--- config.mk ---
export PLATFORM = sky130hd
export DESIGN_NAME = ccr_dev_end_flat
export DESIGN_NICKNAME = d
export VERILOG_FILES = /design/src/hw/ccr_pkg.sv /design/src/hw/ccr_link_if.sv /design/src/hw/ccr_dev_end.sv /design/src/flat_wrapper.sv
export SDC_FILE = /design/constraint.sdc
export NUM_CORES = 1
export LEC_CHECK = 0
export ABC_AREA = 1
export BUFFER_PORTS_ARGS = -buffer_cell sky130_fd_sc_hd__buf_2
export CAP_MARGIN = 20
export CORE_UTILIZATION = 45
export DETAILED_ROUTE_END_ITERATION = 7
export PLACE_DENSITY = 0.72
export SETUP_SLACK_MARGIN = 0.1
export SLEW_MARGIN = 15
export SYNTH_ARGS = -nofsm -noshare
export SYNTH_HDL_FRONTEND = slang
export SYNTH_SLANG_ARGS = --single-unit
--- constraint.sdc ---
create_clock -name core_clk -period 3 [get_ports core_clk]
set_input_delay 0.3 -clock core_clk [delete_from_list [all_inputs] [get_ports core_clk]]
set_output_delay 0.3 -clock core_clk [all_outputs]
set_load 0.01 [all_outputs]
--- src/hw/ccr_pkg.sv ---
/*
 Shared constants of the codec configuration link: command bytes, field
 positions, reset values, writable-bit masks and the controller's APB map.
 Assumes both link ends and the bench import it whole.
*/
package ccr_pkg;

	localparam logic [7:0] CMD_OC = 8'h70;
	localparam logic [7:0] CMD_CC = 8'h46;
	localparam logic [7:0] CMD_OF = 8'h60;
	localparam int         CMD_READ_BIT = 0;

	localparam logic [1:0] SEL_OC   = 2'h0;
	localparam logic [1:0] SEL_CC   = 2'h1;
	localparam logic [1:0] SEL_OF   = 2'h2;
	localparam logic [1:0] SEL_NONE = 2'h3;

	localparam logic [7:0] OC_RESET = 8'h04;
	localparam logic [7:0] CC_RESET = 8'h9A;
	localparam logic [7:0] OF_RESET = 8'h00;
	localparam logic [7:0] OC_MASK  = 8'hFF;
	localparam logic [7:0] CC_MASK  = 8'hC0;
	localparam logic [7:0] OF_MASK  = 8'h7F;

	localparam int OC_TX_CUT = 7;
	localparam int OC_RX_CUT = 6;
	localparam int OC_HPF    = 5;
	localparam int OC_LOSS   = 4;
	localparam int OC_ARM    = 3;
	localparam int OC_ILB    = 2;
	localparam int OC_FDL    = 1;
	localparam int OC_TONE   = 0;
	localparam int CC_IRQ_OD = 7;
	localparam int CC_CHOP   = 6;
	localparam int OF_MULAW  = 6;
	localparam int OF_COEF_HI = 5;

	localparam logic [3:0] CHOP_DIV_SLOW = 4'h8;
	localparam logic [3:0] CHOP_DIV_FAST = 4'h7;
	localparam logic [3:0] CHOP_HIGH_CNT = 4'h4;

	localparam logic [7:0] APB_CMD    = 8'h00;
	localparam logic [7:0] APB_STATUS = 8'h04;
	localparam int CMDF_SEL_LO  = 8;
	localparam int CMDF_WRITE   = 12;
	localparam int STF_BUSY     = 0;
	localparam int STF_DONE     = 1;
	localparam int STF_RDATA_LO = 8;

	function automatic logic [1:0] ccr_cmd_sel(input logic [7:0] b);
		if (b[7:1] == CMD_OC[7:1])
			return SEL_OC;
		else if (b[7:1] == CMD_CC[7:1])
			return SEL_CC;
		else if (b[7:1] == CMD_OF[7:1])
			return SEL_OF;
		return SEL_NONE;
	endfunction

	function automatic logic [7:0] ccr_mask(input logic [1:0] s);
		case (s)
			SEL_OC: return OC_MASK;
			SEL_CC: return CC_MASK;
			SEL_OF: return OF_MASK;
			default: return 8'h00;
		endcase
	endfunction

	function automatic logic [7:0] ccr_cmd_byte(input logic [1:0] s);
		case (s)
			SEL_CC: return CMD_CC;
			SEL_OF: return CMD_OF;
			default: return CMD_OC;
		endcase
	endfunction

endpackage

--- src/hw/ccr_link_if.sv ---
/*
 Monitor-channel byte link between the line card controller and the codec.
 Assumes both ends run on the same core_clk; each cycle with a valid high carries one byte.
*/
`timescale 1ns/10ps
`default_nettype none
interface ccr_link_if;
	logic       dnValid;
	logic [7:0] dnByte;
	logic       upValid;
	logic [7:0] upByte;
	modport dev (input dnValid, input dnByte, output upValid, output upByte);
	modport ctl (output dnValid, output dnByte, input upValid, input upByte);
endinterface
`default_nettype wire

--- src/hw/ccr_dev_end.sv ---
/*
 Codec end: the three configuration registers, their command decoder on the
 monitor channel and the logic the register bits steer directly.
 Assumes refTick is a one-cycle 2048 kHz pulse and txIrqEvent a level, both
 from core_clk logic, so neither needs a synchroniser.
 Assumes the far end always sends a data byte straight after a write
 command; a lost data byte would leave the decoder waiting for it.
*/
// The implementer's own choices: the register offsets and the APB interface to the registers.
// Behaviour
// RL1 - 70h writes, 71h reads operating conditions
// RL2 - Transmit cutoff bit disconnects transmit path
// RL3 - Receive cutoff cuts receive, disables B filter
// RL4 - High-pass bit disables transmit high-pass filter
// RL5 - Loss bit inserts fixed receive loss
// RL6 - Arm bit arms transmit interrupt
// RL7 - Interface loopback bit enables interface loopback
// RL8 - Full digital loopback bit enables loopback
// RL9 - Tone bit injects 1 kHz receive tone
// RL10 - 46h/47h access chip configuration, low reserved
// RL11 - Bit 7 chooses driven or open-drain interrupt
// RL12 - Bit 6 chooses chopper divide eight or seven
// RL13 - Controller writes reserved bits as zero
// RL14 - 60h/61h access operating functions, bit7 reserved
// RL15 - Bit 6 chooses A-law or mu-law
// RL16 - Low six bits pick programmed filter coefficients
// RL17 - Reads answer upstream, writes apply after data

`timescale 1ns/10ps
`default_nettype none
module ccr_dev_end
	import ccr_pkg::*;
(
	input  wire logic       core_clk,
	input  wire logic       srst,
	ccr_link_if.dev         link,
	input  wire logic       refTick,
	input  wire logic       txIrqEvent,
	output logic            txPathCutoff,
	output logic            rxPathCutoff,
	output logic            bFilterDisable,
	output logic            txHighpassDisable,
	output logic            rxLossInsert,
	output logic            txInterruptArm,
	output logic            interfaceLoopback,
	output logic            fullDigitalLoopback,
	output logic            rxTestTone,
	output logic            muLawSelect,
	output logic [5:0]      filterCoefSel,
	output logic            chopperClk,
	output logic            irqNOut,
	output logic            irqNOeN
);

	// One-hot states keep each state test to a single bit.
	typedef enum logic [1:0] {
		DS_IDLE = 2'b01,
		DS_DATA = 2'b10
	} ccr_dev_fsm_t;

	// Every flop of the block lives in this record, so reset covers all.
	typedef struct packed {
		ccr_dev_fsm_t fsm;
		logic [1:0]   sel;
		logic [7:0]   oc;
		logic [7:0]   cc;
		logic [7:0]   fn;
		logic         upValid;
		logic [7:0]   upByte;
		logic [3:0]   chopCnt;
		logic         chopClk;
		logic         irqN;
		logic         irqOeN;
	} ccr_dev_st_t;

	ccr_dev_st_t st_reg;
	ccr_dev_st_t st_next;
	// Combinational helpers, each set on every pass.
	logic [1:0]  cmdSel;
	logic [7:0]  wrMask;
	logic [3:0]  chopDiv;
	logic        irqActive;

	always_comb begin
		st_next = st_reg;
		st_next.upValid = 1'b0;
		cmdSel = ccr_cmd_sel(link.dnByte);
		wrMask = ccr_mask(st_reg.sel);
		case (st_reg.fsm)
			DS_IDLE: begin
				// Unknown bytes are dropped, so noise opens no data slot.
				// RL1 RL10 RL14 command decode
				if (link.dnValid && cmdSel != SEL_NONE) begin
					if (link.dnByte[CMD_READ_BIT]) begin
						// The answer leaves one cycle after its command.
						// RL17 read answers upstream
						st_next.upValid = 1'b1;
						case (cmdSel)
							SEL_OC: st_next.upByte = st_reg.oc;
							SEL_CC: st_next.upByte = st_reg.cc;
							default: st_next.upByte = st_reg.fn;
						endcase
					end else begin
						st_next.sel = cmdSel;
						st_next.fsm = DS_DATA;
					end
				end
			end
			DS_DATA: begin
				// Reserved bits keep their stored value whatever arrives.
				// RL17 masked write after data
				if (link.dnValid) begin
					case (st_reg.sel)
						SEL_OC: st_next.oc = (st_reg.oc & ~wrMask) |
							(link.dnByte & wrMask);
						SEL_CC: st_next.cc = (st_reg.cc & ~wrMask) |
							(link.dnByte & wrMask);
						default: st_next.fn = (st_reg.fn & ~wrMask) |
							(link.dnByte & wrMask);
					endcase
					st_next.fsm = DS_IDLE;
				end
			end
			// An illegal state falls back to idle.
			default: begin
				st_next.fsm = DS_IDLE;
			end
		endcase

		// A rate change can leave the count past the new end, hence >=.
		// RL12 chopper divide select
		chopDiv = st_reg.cc[CC_CHOP] ? CHOP_DIV_FAST : CHOP_DIV_SLOW;
		if (refTick) begin
			if (st_reg.chopCnt >= chopDiv - 4'h1)
				st_next.chopCnt = 4'h0;
			else
				st_next.chopCnt = st_reg.chopCnt + 4'h1;
		end
		// The output lags the count by one flop and is high for counts 0 to 3.
		st_next.chopClk = (st_reg.chopCnt < CHOP_HIGH_CNT);

		// The pin comes from a flop, so the event cannot glitch it.
		// RL6 armed interrupt gating
		irqActive = txIrqEvent & st_reg.oc[OC_ARM];
		// RL11 output style select
		if (st_reg.cc[CC_IRQ_OD]) begin
			st_next.irqN = 1'b0;
			st_next.irqOeN = ~irqActive;
		end else begin
			st_next.irqN = ~irqActive;
			st_next.irqOeN = 1'b0;
		end
	end

	// Synchronous reset; srst must be held for at least one edge.
	always_ff @(posedge core_clk) begin
		if (srst) begin
			st_reg.fsm <= DS_IDLE;
			st_reg.sel <= SEL_OC;
			st_reg.oc <= OC_RESET;
			st_reg.cc <= CC_RESET;
			st_reg.fn <= OF_RESET;
			st_reg.upValid <= 1'b0;
			st_reg.upByte <= 8'h00;
			st_reg.chopCnt <= 4'h0;
			st_reg.chopClk <= 1'b0;
			// The pin stays released until the first edge applies its mode.
			st_reg.irqN <= 1'b1;
			st_reg.irqOeN <= 1'b1;
		end else begin
			st_reg <= st_next;
		end
	end

	// RL17 answer to far end
	assign link.upValid = st_reg.upValid;
	assign link.upByte = st_reg.upByte;

	// RL2 transmit cutoff
	assign txPathCutoff = st_reg.oc[OC_TX_CUT];
	// RL3 receive cutoff
	assign rxPathCutoff = st_reg.oc[OC_RX_CUT];
	// RL3 B filter off
	assign bFilterDisable = st_reg.oc[OC_RX_CUT];
	// RL4 high-pass disable
	assign txHighpassDisable = st_reg.oc[OC_HPF];
	// RL5 receive loss
	assign rxLossInsert = st_reg.oc[OC_LOSS];
	// RL6 arm bit out
	assign txInterruptArm = st_reg.oc[OC_ARM];
	// RL7 interface loopback
	assign interfaceLoopback = st_reg.oc[OC_ILB];
	// RL8 digital loopback
	assign fullDigitalLoopback = st_reg.oc[OC_FDL];
	// RL9 test tone
	assign rxTestTone = st_reg.oc[OC_TONE];

	// RL15 companding law
	assign muLawSelect = st_reg.fn[OF_MULAW];
	// RL16 coefficient selects
	assign filterCoefSel = st_reg.fn[OF_COEF_HI:0];

	// RL12 chopper output
	assign chopperClk = st_reg.chopClk;
	// RL11 interrupt pin
	assign irqNOut = st_reg.irqN;
	assign irqNOeN = st_reg.irqOeN;

endmodule
`default_nettype wire

--- src/flat_wrapper.sv ---
// flat-port wrapper written by rule: the top's interface ports become plain ports
module ccr_dev_end_flat import ccr_pkg::*;
  (core_clk, srst, refTick, txIrqEvent, txPathCutoff, rxPathCutoff, bFilterDisable, txHighpassDisable, rxLossInsert, txInterruptArm, interfaceLoopback, fullDigitalLoopback, rxTestTone, muLawSelect, filterCoefSel, chopperClk, irqNOut, irqNOeN, link_dnValid, link_dnByte, link_upValid, link_upByte);
  ccr_link_if link_i ();
  input  wire logic core_clk;
  input  wire logic srst;
  input  wire logic refTick;
  input  wire logic txIrqEvent;
  output logic txPathCutoff;
  output logic rxPathCutoff;
  output logic bFilterDisable;
  output logic txHighpassDisable;
  output logic rxLossInsert;
  output logic txInterruptArm;
  output logic interfaceLoopback;
  output logic fullDigitalLoopback;
  output logic rxTestTone;
  output logic muLawSelect;
  output logic [5:0] filterCoefSel;
  output logic chopperClk;
  output logic irqNOut;
  output logic irqNOeN;
  input wire logic [$bits(link_i.dnValid)-1:0] link_dnValid;
  input wire logic [$bits(link_i.dnByte)-1:0] link_dnByte;
  output wire logic [$bits(link_i.upValid)-1:0] link_upValid;
  output wire logic [$bits(link_i.upByte)-1:0] link_upByte;
  assign link_i.dnValid = link_dnValid;
  assign link_i.dnByte = link_dnByte;
  assign link_upValid = link_i.upValid;
  assign link_upByte = link_i.upByte;
  ccr_dev_end u_core (.core_clk(core_clk), .srst(srst), .link(link_i), .refTick(refTick), .txIrqEvent(txIrqEvent), .txPathCutoff(txPathCutoff), .rxPathCutoff(rxPathCutoff), .bFilterDisable(bFilterDisable), .txHighpassDisable(txHighpassDisable), .rxLossInsert(rxLossInsert), .txInterruptArm(txInterruptArm), .interfaceLoopback(interfaceLoopback), .fullDigitalLoopback(fullDigitalLoopback), .rxTestTone(rxTestTone), .muLawSelect(muLawSelect), .filterCoefSel(filterCoefSel), .chopperClk(chopperClk), .irqNOut(irqNOut), .irqNOeN(irqNOeN));
endmodule
==> results of run 1 <==
[synthesized netlist by cell type, types with 2 or more instances]
library cell	instances	area share
a21oi_1	18	0.044
buf_2	3	0.0074
buf_4	15	0.056
clkbuf_1	2	0.0037
dfxtp_1	44	0.43
ha_1	2	0.012
inv_1	31	0.057
inv_2	2	0.0037
nand2_1	44	0.082
nand2_2	4	0.012
nand3_1	26	0.064
nand3_4	3	0.026
nor2_1	38	0.070
nor2_8	2	0.020
nor3_1	3	0.0074
nor3_2	2	0.0099
o21ai_0	17	0.042
or2_2	3	0.0093
[cell families (layout without fill, tap and decap cells)]
group / after synthesis / after routing / synth area share
adder cells (fa/ha/maj): 2 / 2 / 0.0124
XOR/XNOR: 1 / 1 / 0.00432
AO/OA/AOI/OAI: 37 / 37 / 0.0939
AND/OR/NAND/NOR: 129 / 129 / 0.317
flip-flops: 44 / 44 / 0.435
buffers and inverters: 56 / 82 / 0.137
[cell usage in the layout, fill, tap and decap left out, types with 2 or more instances in the layout]
cell      Yosys  final
dfxtp_1      44     44
nand2_1      44     44
nand2_2       4      4
a21oi_1      18     18
buf_2         3     40
nor2_1       38     38
inv_1        31     31
inv_2         2      2
nand3_1      26     26
nor3_2        2      2
or2_2         3      3
nor2_8        2      2
clkbuf_8      0      5
nor3_1        3      3
o21ai_0      17     17
nand3_4       3      3
ha_1          2      2
[power by group through the flow]
stage	combinational (mW)	clock, mW	sequential (mW)
finish	0.0581	0.443	0.591
floorplan	0.0371	0	0.606
detailed placement	0.0583	0	0.605
global route	0.0667	0.472	0.592
CTS	0.0586	0.451	0.591
global placement	0.0580	0	0.605
[stage by stage]
| stage | worst slack [ns] | instances |
|---|---|---|
| 2_1_floorplan | 1.70 | 269 |
| 3_3_place_gp | 1.33 | 339 |
| 3_5_place_dp | 1.31 | 339 |
| 4_1_cts | 1.30 | 347 |
| 5_1_grt | 1.05 | 347 |
| 6_report | 1.30 | 347 |
[per-layer routing]
layer,track usage,routed length (um)
met5,0,0
met4,0.0998,136
met2,0.292,1720
met3,0.0453,168
met1,0.237,1970
[critical path: stages, from the launching register on]
cell	delay, ns
dfxtp_1	0.31
inv_1	0.04
nor2_1	0.11
nand2_1	0.12
nor3_2	0.61
inv_1	0.17
nand2_1	0.10
o211ai_1	0.07
[area by class of cell]
type                       count  area, um^2
sequential                    44         881
fill                         439        2110
clock inverter                 2        35.0
tap                           52        65.1
multi-input combinational    169         867
clock buffer                   6        72.6
inverter                      34         128
timing repair buffer          40         200
[worst max-delay path by stage]
stage / endpoint / slack (ns) / cells past startpoint
4_1_cts: register / 1.30 / 7
5_1_grt: register / 1.05 / 7
6_report: register / 1.30 / 7
3_5_place_dp: register / 1.31 / 6
2_1_floorplan: u_core.link.upByte[0] / 1.70 / 9
3_3_place_gp: register / 1.33 / 6
==> flow_summary.toml, run 1 <==
[run_status]
outcome = "completed"

[clocking]
cts_setup_buffers = 0
cts-hold-fix-buffers = 0
cts_resized = 0
cts_inserted_buffers = 5
clock_latency_ns = 0.29
h-tree-depth = 2
cts_root_buffer = "clkbuf_8"
path_clk_slew_ns = 0.08
clk_path_buf_depth = 2
cts_tree = "yes"
cts_sinks = 44

[hold_path]
hold_end = "u_core.irqNOut"
holdPathStages = 4
hold_class = "input pin to register"
hp-start = "txIrqEvent"

[sta]
skew_ns = 0.00112
period_minus_slack_ns = 1.70
setup_viol_count_final = 0
final.period_utilization = 0.565
drv_slew = 0
fin_hold_ws_ns = 0.280
relSlewSlack = 0.450
hold_viol = 0
tns_ns = 0
max_freq_ghz = 0.590
rsz0062_at_grt = "false"
tightestPinTransition_ns = 0.821

[critical_path]
crit_start = "u_core.st_reg[43]"
endpoint_kind = "register"
criticalPathCategory = "register to register"
rr_worst_depth = 7
cp-start-kind = "register"
r2r_setup_slack_ns = 1.30
cp_max_fo = 14
cp_data_required_time_ns = 3.14
r2r-start = "u_core.st_reg[43]"
crit_arrival_ns = 1.84

[synth]
synth-seq-cells = 44
synth_edf_count = 0
synthArstFlopShare = 0
postSynthAreaPerCell_um2 = 7.53
ys_seq_area_frac = 0.435
synth_nets = 284
synth-main-ff-cell = "dfxtp_1"
yosysWarnings = 0
netlist_instances = 269
ys_types = 28
syn_area_um2 = 2030

[grt]
grtUsageTotal = 0.187
antenna_found_initial = 0
grt_pass1_vias = 1588
overflow = 0
grt_pass1_wl_mm = 7.10
grt_max_degree = 31

[layout]
fin_nets = 309
syn_to_final_growth_pct = 11.0
fin_util = 0.516
layout-drive-gt1-share = 0.224
diodes = 0
postLayoutCellArea_um2 = 2250

[floorplan]
die_h_um = 69.1
row_count = 24
core_area_um2 = 4350
fp.dieW_um = 69.1
start_util = 0.465
die_area_um2 = 4770
ioPinCount = 41

[power_and_ir_drop]
powerDensity_nw_per_um2 = 486
p_switching_mw = 0.238
p_leak_nw = 1.14
ir_drop_mv = 0.214
pwr-share-comb = 0.053
total_power_mw = 1.09
seqPwrFrac = 0.541
p_sw_frac = 0.218
p_int_mw = 0.854
p_clk_frac = 0.406

[drt]
dr.pass1.iters = 4
wl_per_cell_um = 11.5
wl_mm = 4.00
drtIter0Drc = 109
drcViolationCount = 0
ant_nets = 0
vias_per_cell = 4.81
num_vias = 1669

[job]
cap_violations = 0

[placement]
place_congestion = 0.832
io_buffers = 40
dpl.hpwl_mm = 2.91
place_area_um2 = 2140
Power figures use the tool's default switching activity.
==> run 2, diff against run 1 <==
ABC_AREA = 0   (was 1)
PLACE_DENSITY = 0.76   (was 0.72)
clock period = 1.55 ns   (was 3 ns; I/O delays follow)
==> flow_summary.toml, run 2 <==
[run_status]
outcome = "completed"

[floorplan]
core_area_um2 = 3800
start_util = 0.488
ioPinCount = 41
die_area_um2 = 4380
die_h_um = 66.2
row_count = 22
fp.dieW_um = 66.2

[sta]
setup_viol_count_final = 0
period_minus_slack_ns = 1.53
drv_slew = 0
max_freq_ghz = 0.653
skew_ns = 0.00292
final.period_utilization = 0.988
rsz0062_at_grt = "true"
relSlewSlack = 0.662
tightestPinTransition_ns = 0.507
hold_viol = 0
setup_slack_ns = 0.0180

[critical_path]
cp_max_fo = 4
cp_data_required_time_ns = 1.73
rr_worst_depth = 4
r2r_setup_slack_ns = 0.02
r2r-start = "u_core.st_reg[43]"
endpoint = "u_core.st_reg[42]"
crit_arrival_ns = 1.71
cp-start-kind = "register"
criticalPathCategory = "register to register"
endpoint_kind = "register"
crit_start = "u_core.st_reg[43]"
r2r_end = "u_core.st_reg[42]"

[clocking]
cts_root_buffer = "clkbuf_8"
path_clk_slew_ns = 0.08
h-tree-depth = 2
clock_latency_ns = 0.29
clk_path_buf_depth = 2
cts_sinks = 44
cts_inserted_buffers = 5
cts_tree = "yes"

[synth]
syn_area_um2 = 1860
synth_nets = 200
synth_edf_count = 0
synth-main-ff-cell = "dfxtp_1"
ys_seq_area_frac = 0.475
yosysWarnings = 0
ys_types = 40
synth-seq-cells = 44
post-synth-top-count-cell = "dfxtp_1"
yosysTopAreaCell = "dfxtp_1"
synth_area_leaders = "dfxtp_1 (47%), mux2i_1 (9.2%), nor2_1 (6.5%), buf_4 (6.1%), a222oi_1 (4.3%)"
netlist_instances = 185
synth_common_cells = "dfxtp_1 (44), nor2_1 (32), mux2i_1 (17), buf_4 (15), a211oi_1 (9)"
synthArstFlopShare = 0
postSynthAreaPerCell_um2 = 10.0
yosys.area.top_type_share = 0.475

[power_and_ir_drop]
seqPwrFrac = 0.575
ir_drop_mv = 0.511
total_power_mw = 2.00
p_sw_frac = 0.223
p_leak_nw = 0.914
pwr-share-comb = 0.062
p_switching_mw = 0.446
p_clk_frac = 0.363
powerDensity_nw_per_um2 = 885
p_int_mw = 1.55

[drt]
vias_per_cell = 5.31
wl_mm = 3.83
wl_per_cell_um = 13.8
ant_nets = 0
num_vias = 1477
drcViolationCount = 0
dr.pass1.iters = 5
drtIter0Drc = 172

[layout]
mostFrequentLayoutCells = "dfxtp_1 (41), buf_2 (40), nor2_1 (32)"
diodes = 0
postLayoutCellArea_um2 = 2260
syn_to_final_growth_pct = 21.7
layout-drive-gt1-share = 0.383
final_common_cell = "dfxtp_1"
fin_nets = 244

[grt]
antenna_found_initial = 0
grtUsageTotal = 0.208
grt_pass1_vias = 1486
grt_pass1_wl_mm = 6.70
overflow = 0
grt_max_degree = 31

[hold_path]
hold_class = "input pin to register"
hp-start = "txIrqEvent"

[placement]
dpl.hpwl_mm = 2.80
place_congestion = 0.767
io_buffers = 40
post-place-ws_ns = -0.0426
place_area_um2 = 2120

[job]
cap_violations = 0
[run 2: worst min-delay path by stage]
stage / depth (start not counted) / slack [ns] / end
global route: 3 / 0.17 / u_core.irqNOeN
detailed placement: 1 / 0.43 / register
finish: 3 / 0.15 / u_core.irqNOeN
floorplan: 1 / 0.23 / register
global placement: 1 / 0.43 / register
CTS: 3 / 0.15 / u_core.irqNOeN
[run 2: timing repair]
| action | CTS | global route |
|---|---|---|
| setup buffers | 1 | 0 |
| resized for setup | 7 | 5 |
| hold buffers | 0 | 0 |
| pin swaps | 5 | 6 |
| setup endpoints to repair | 12 | 21 |
[run 2: power groups by stage]
stage | sequential, mW | clock [mW] | combinational (mW)
after floorplan | 1.17 | 0 | 0.0594
after global placement | 1.17 | 0 | 0.117
after detailed placement | 1.17 | 0 | 0.119
after CTS | 1.15 | 0.744 | 0.123
after global routing | 1.15 | 0.796 | 0.140
final | 1.15 | 0.725 | 0.124
[run 2: cells by family after synthesis]
| logic type | share of synthesized area |
|---|---|
| AND/OR/NAND/NOR | 0.188 |
| buffers and inverters | 0.0924 |
| multiplexers | 0.0917 |
| AO/OA/AOI/OAI | 0.130 |
| adder cells (fa/ha/maj) | 0.0135 |
| XOR/XNOR | 0.00944 |
| flip-flops | 0.475 |
[run 2: critical path: stages (launching register included)]
cell	delay, ns
dfxtp_2	0.34
or4bb_4	0.54
a211oi_4	0.27
a21oi_2	0.06
or2_1	0.22
[run 2: layout make-up]
type / instances / area (um^2)
fillers: 344 / 1540
flip-flops and latches: 44 / 885
multi-input cells: 113 / 841
repair buffers: 61 / 365
clock buffers: 6 / 82.6
well taps: 48 / 60.1
inverters: 4 / 15.0
clock inverters: 2 / 10.0
[run 2: routing by layer]
metal	GRT usage	wire, um
met4	0.0984	78
met3	0.0534	219
met2	0.305	1680
met5	0	0
met1	0.283	1850
[run 2: metrics by stage]
step	instances	utilization	setup TNS (ns)	hold WS [ns]
global route	278	0.595	-0.0729	0.170
CTS	278	0.590	-0.0323	0.149
detailed placement	269	0.557	-0.0937	0.431
floorplan	185	-	0	0.227
global placement	269	0.557	-0.0338	0.429
finish	278	0.595	0	0.152
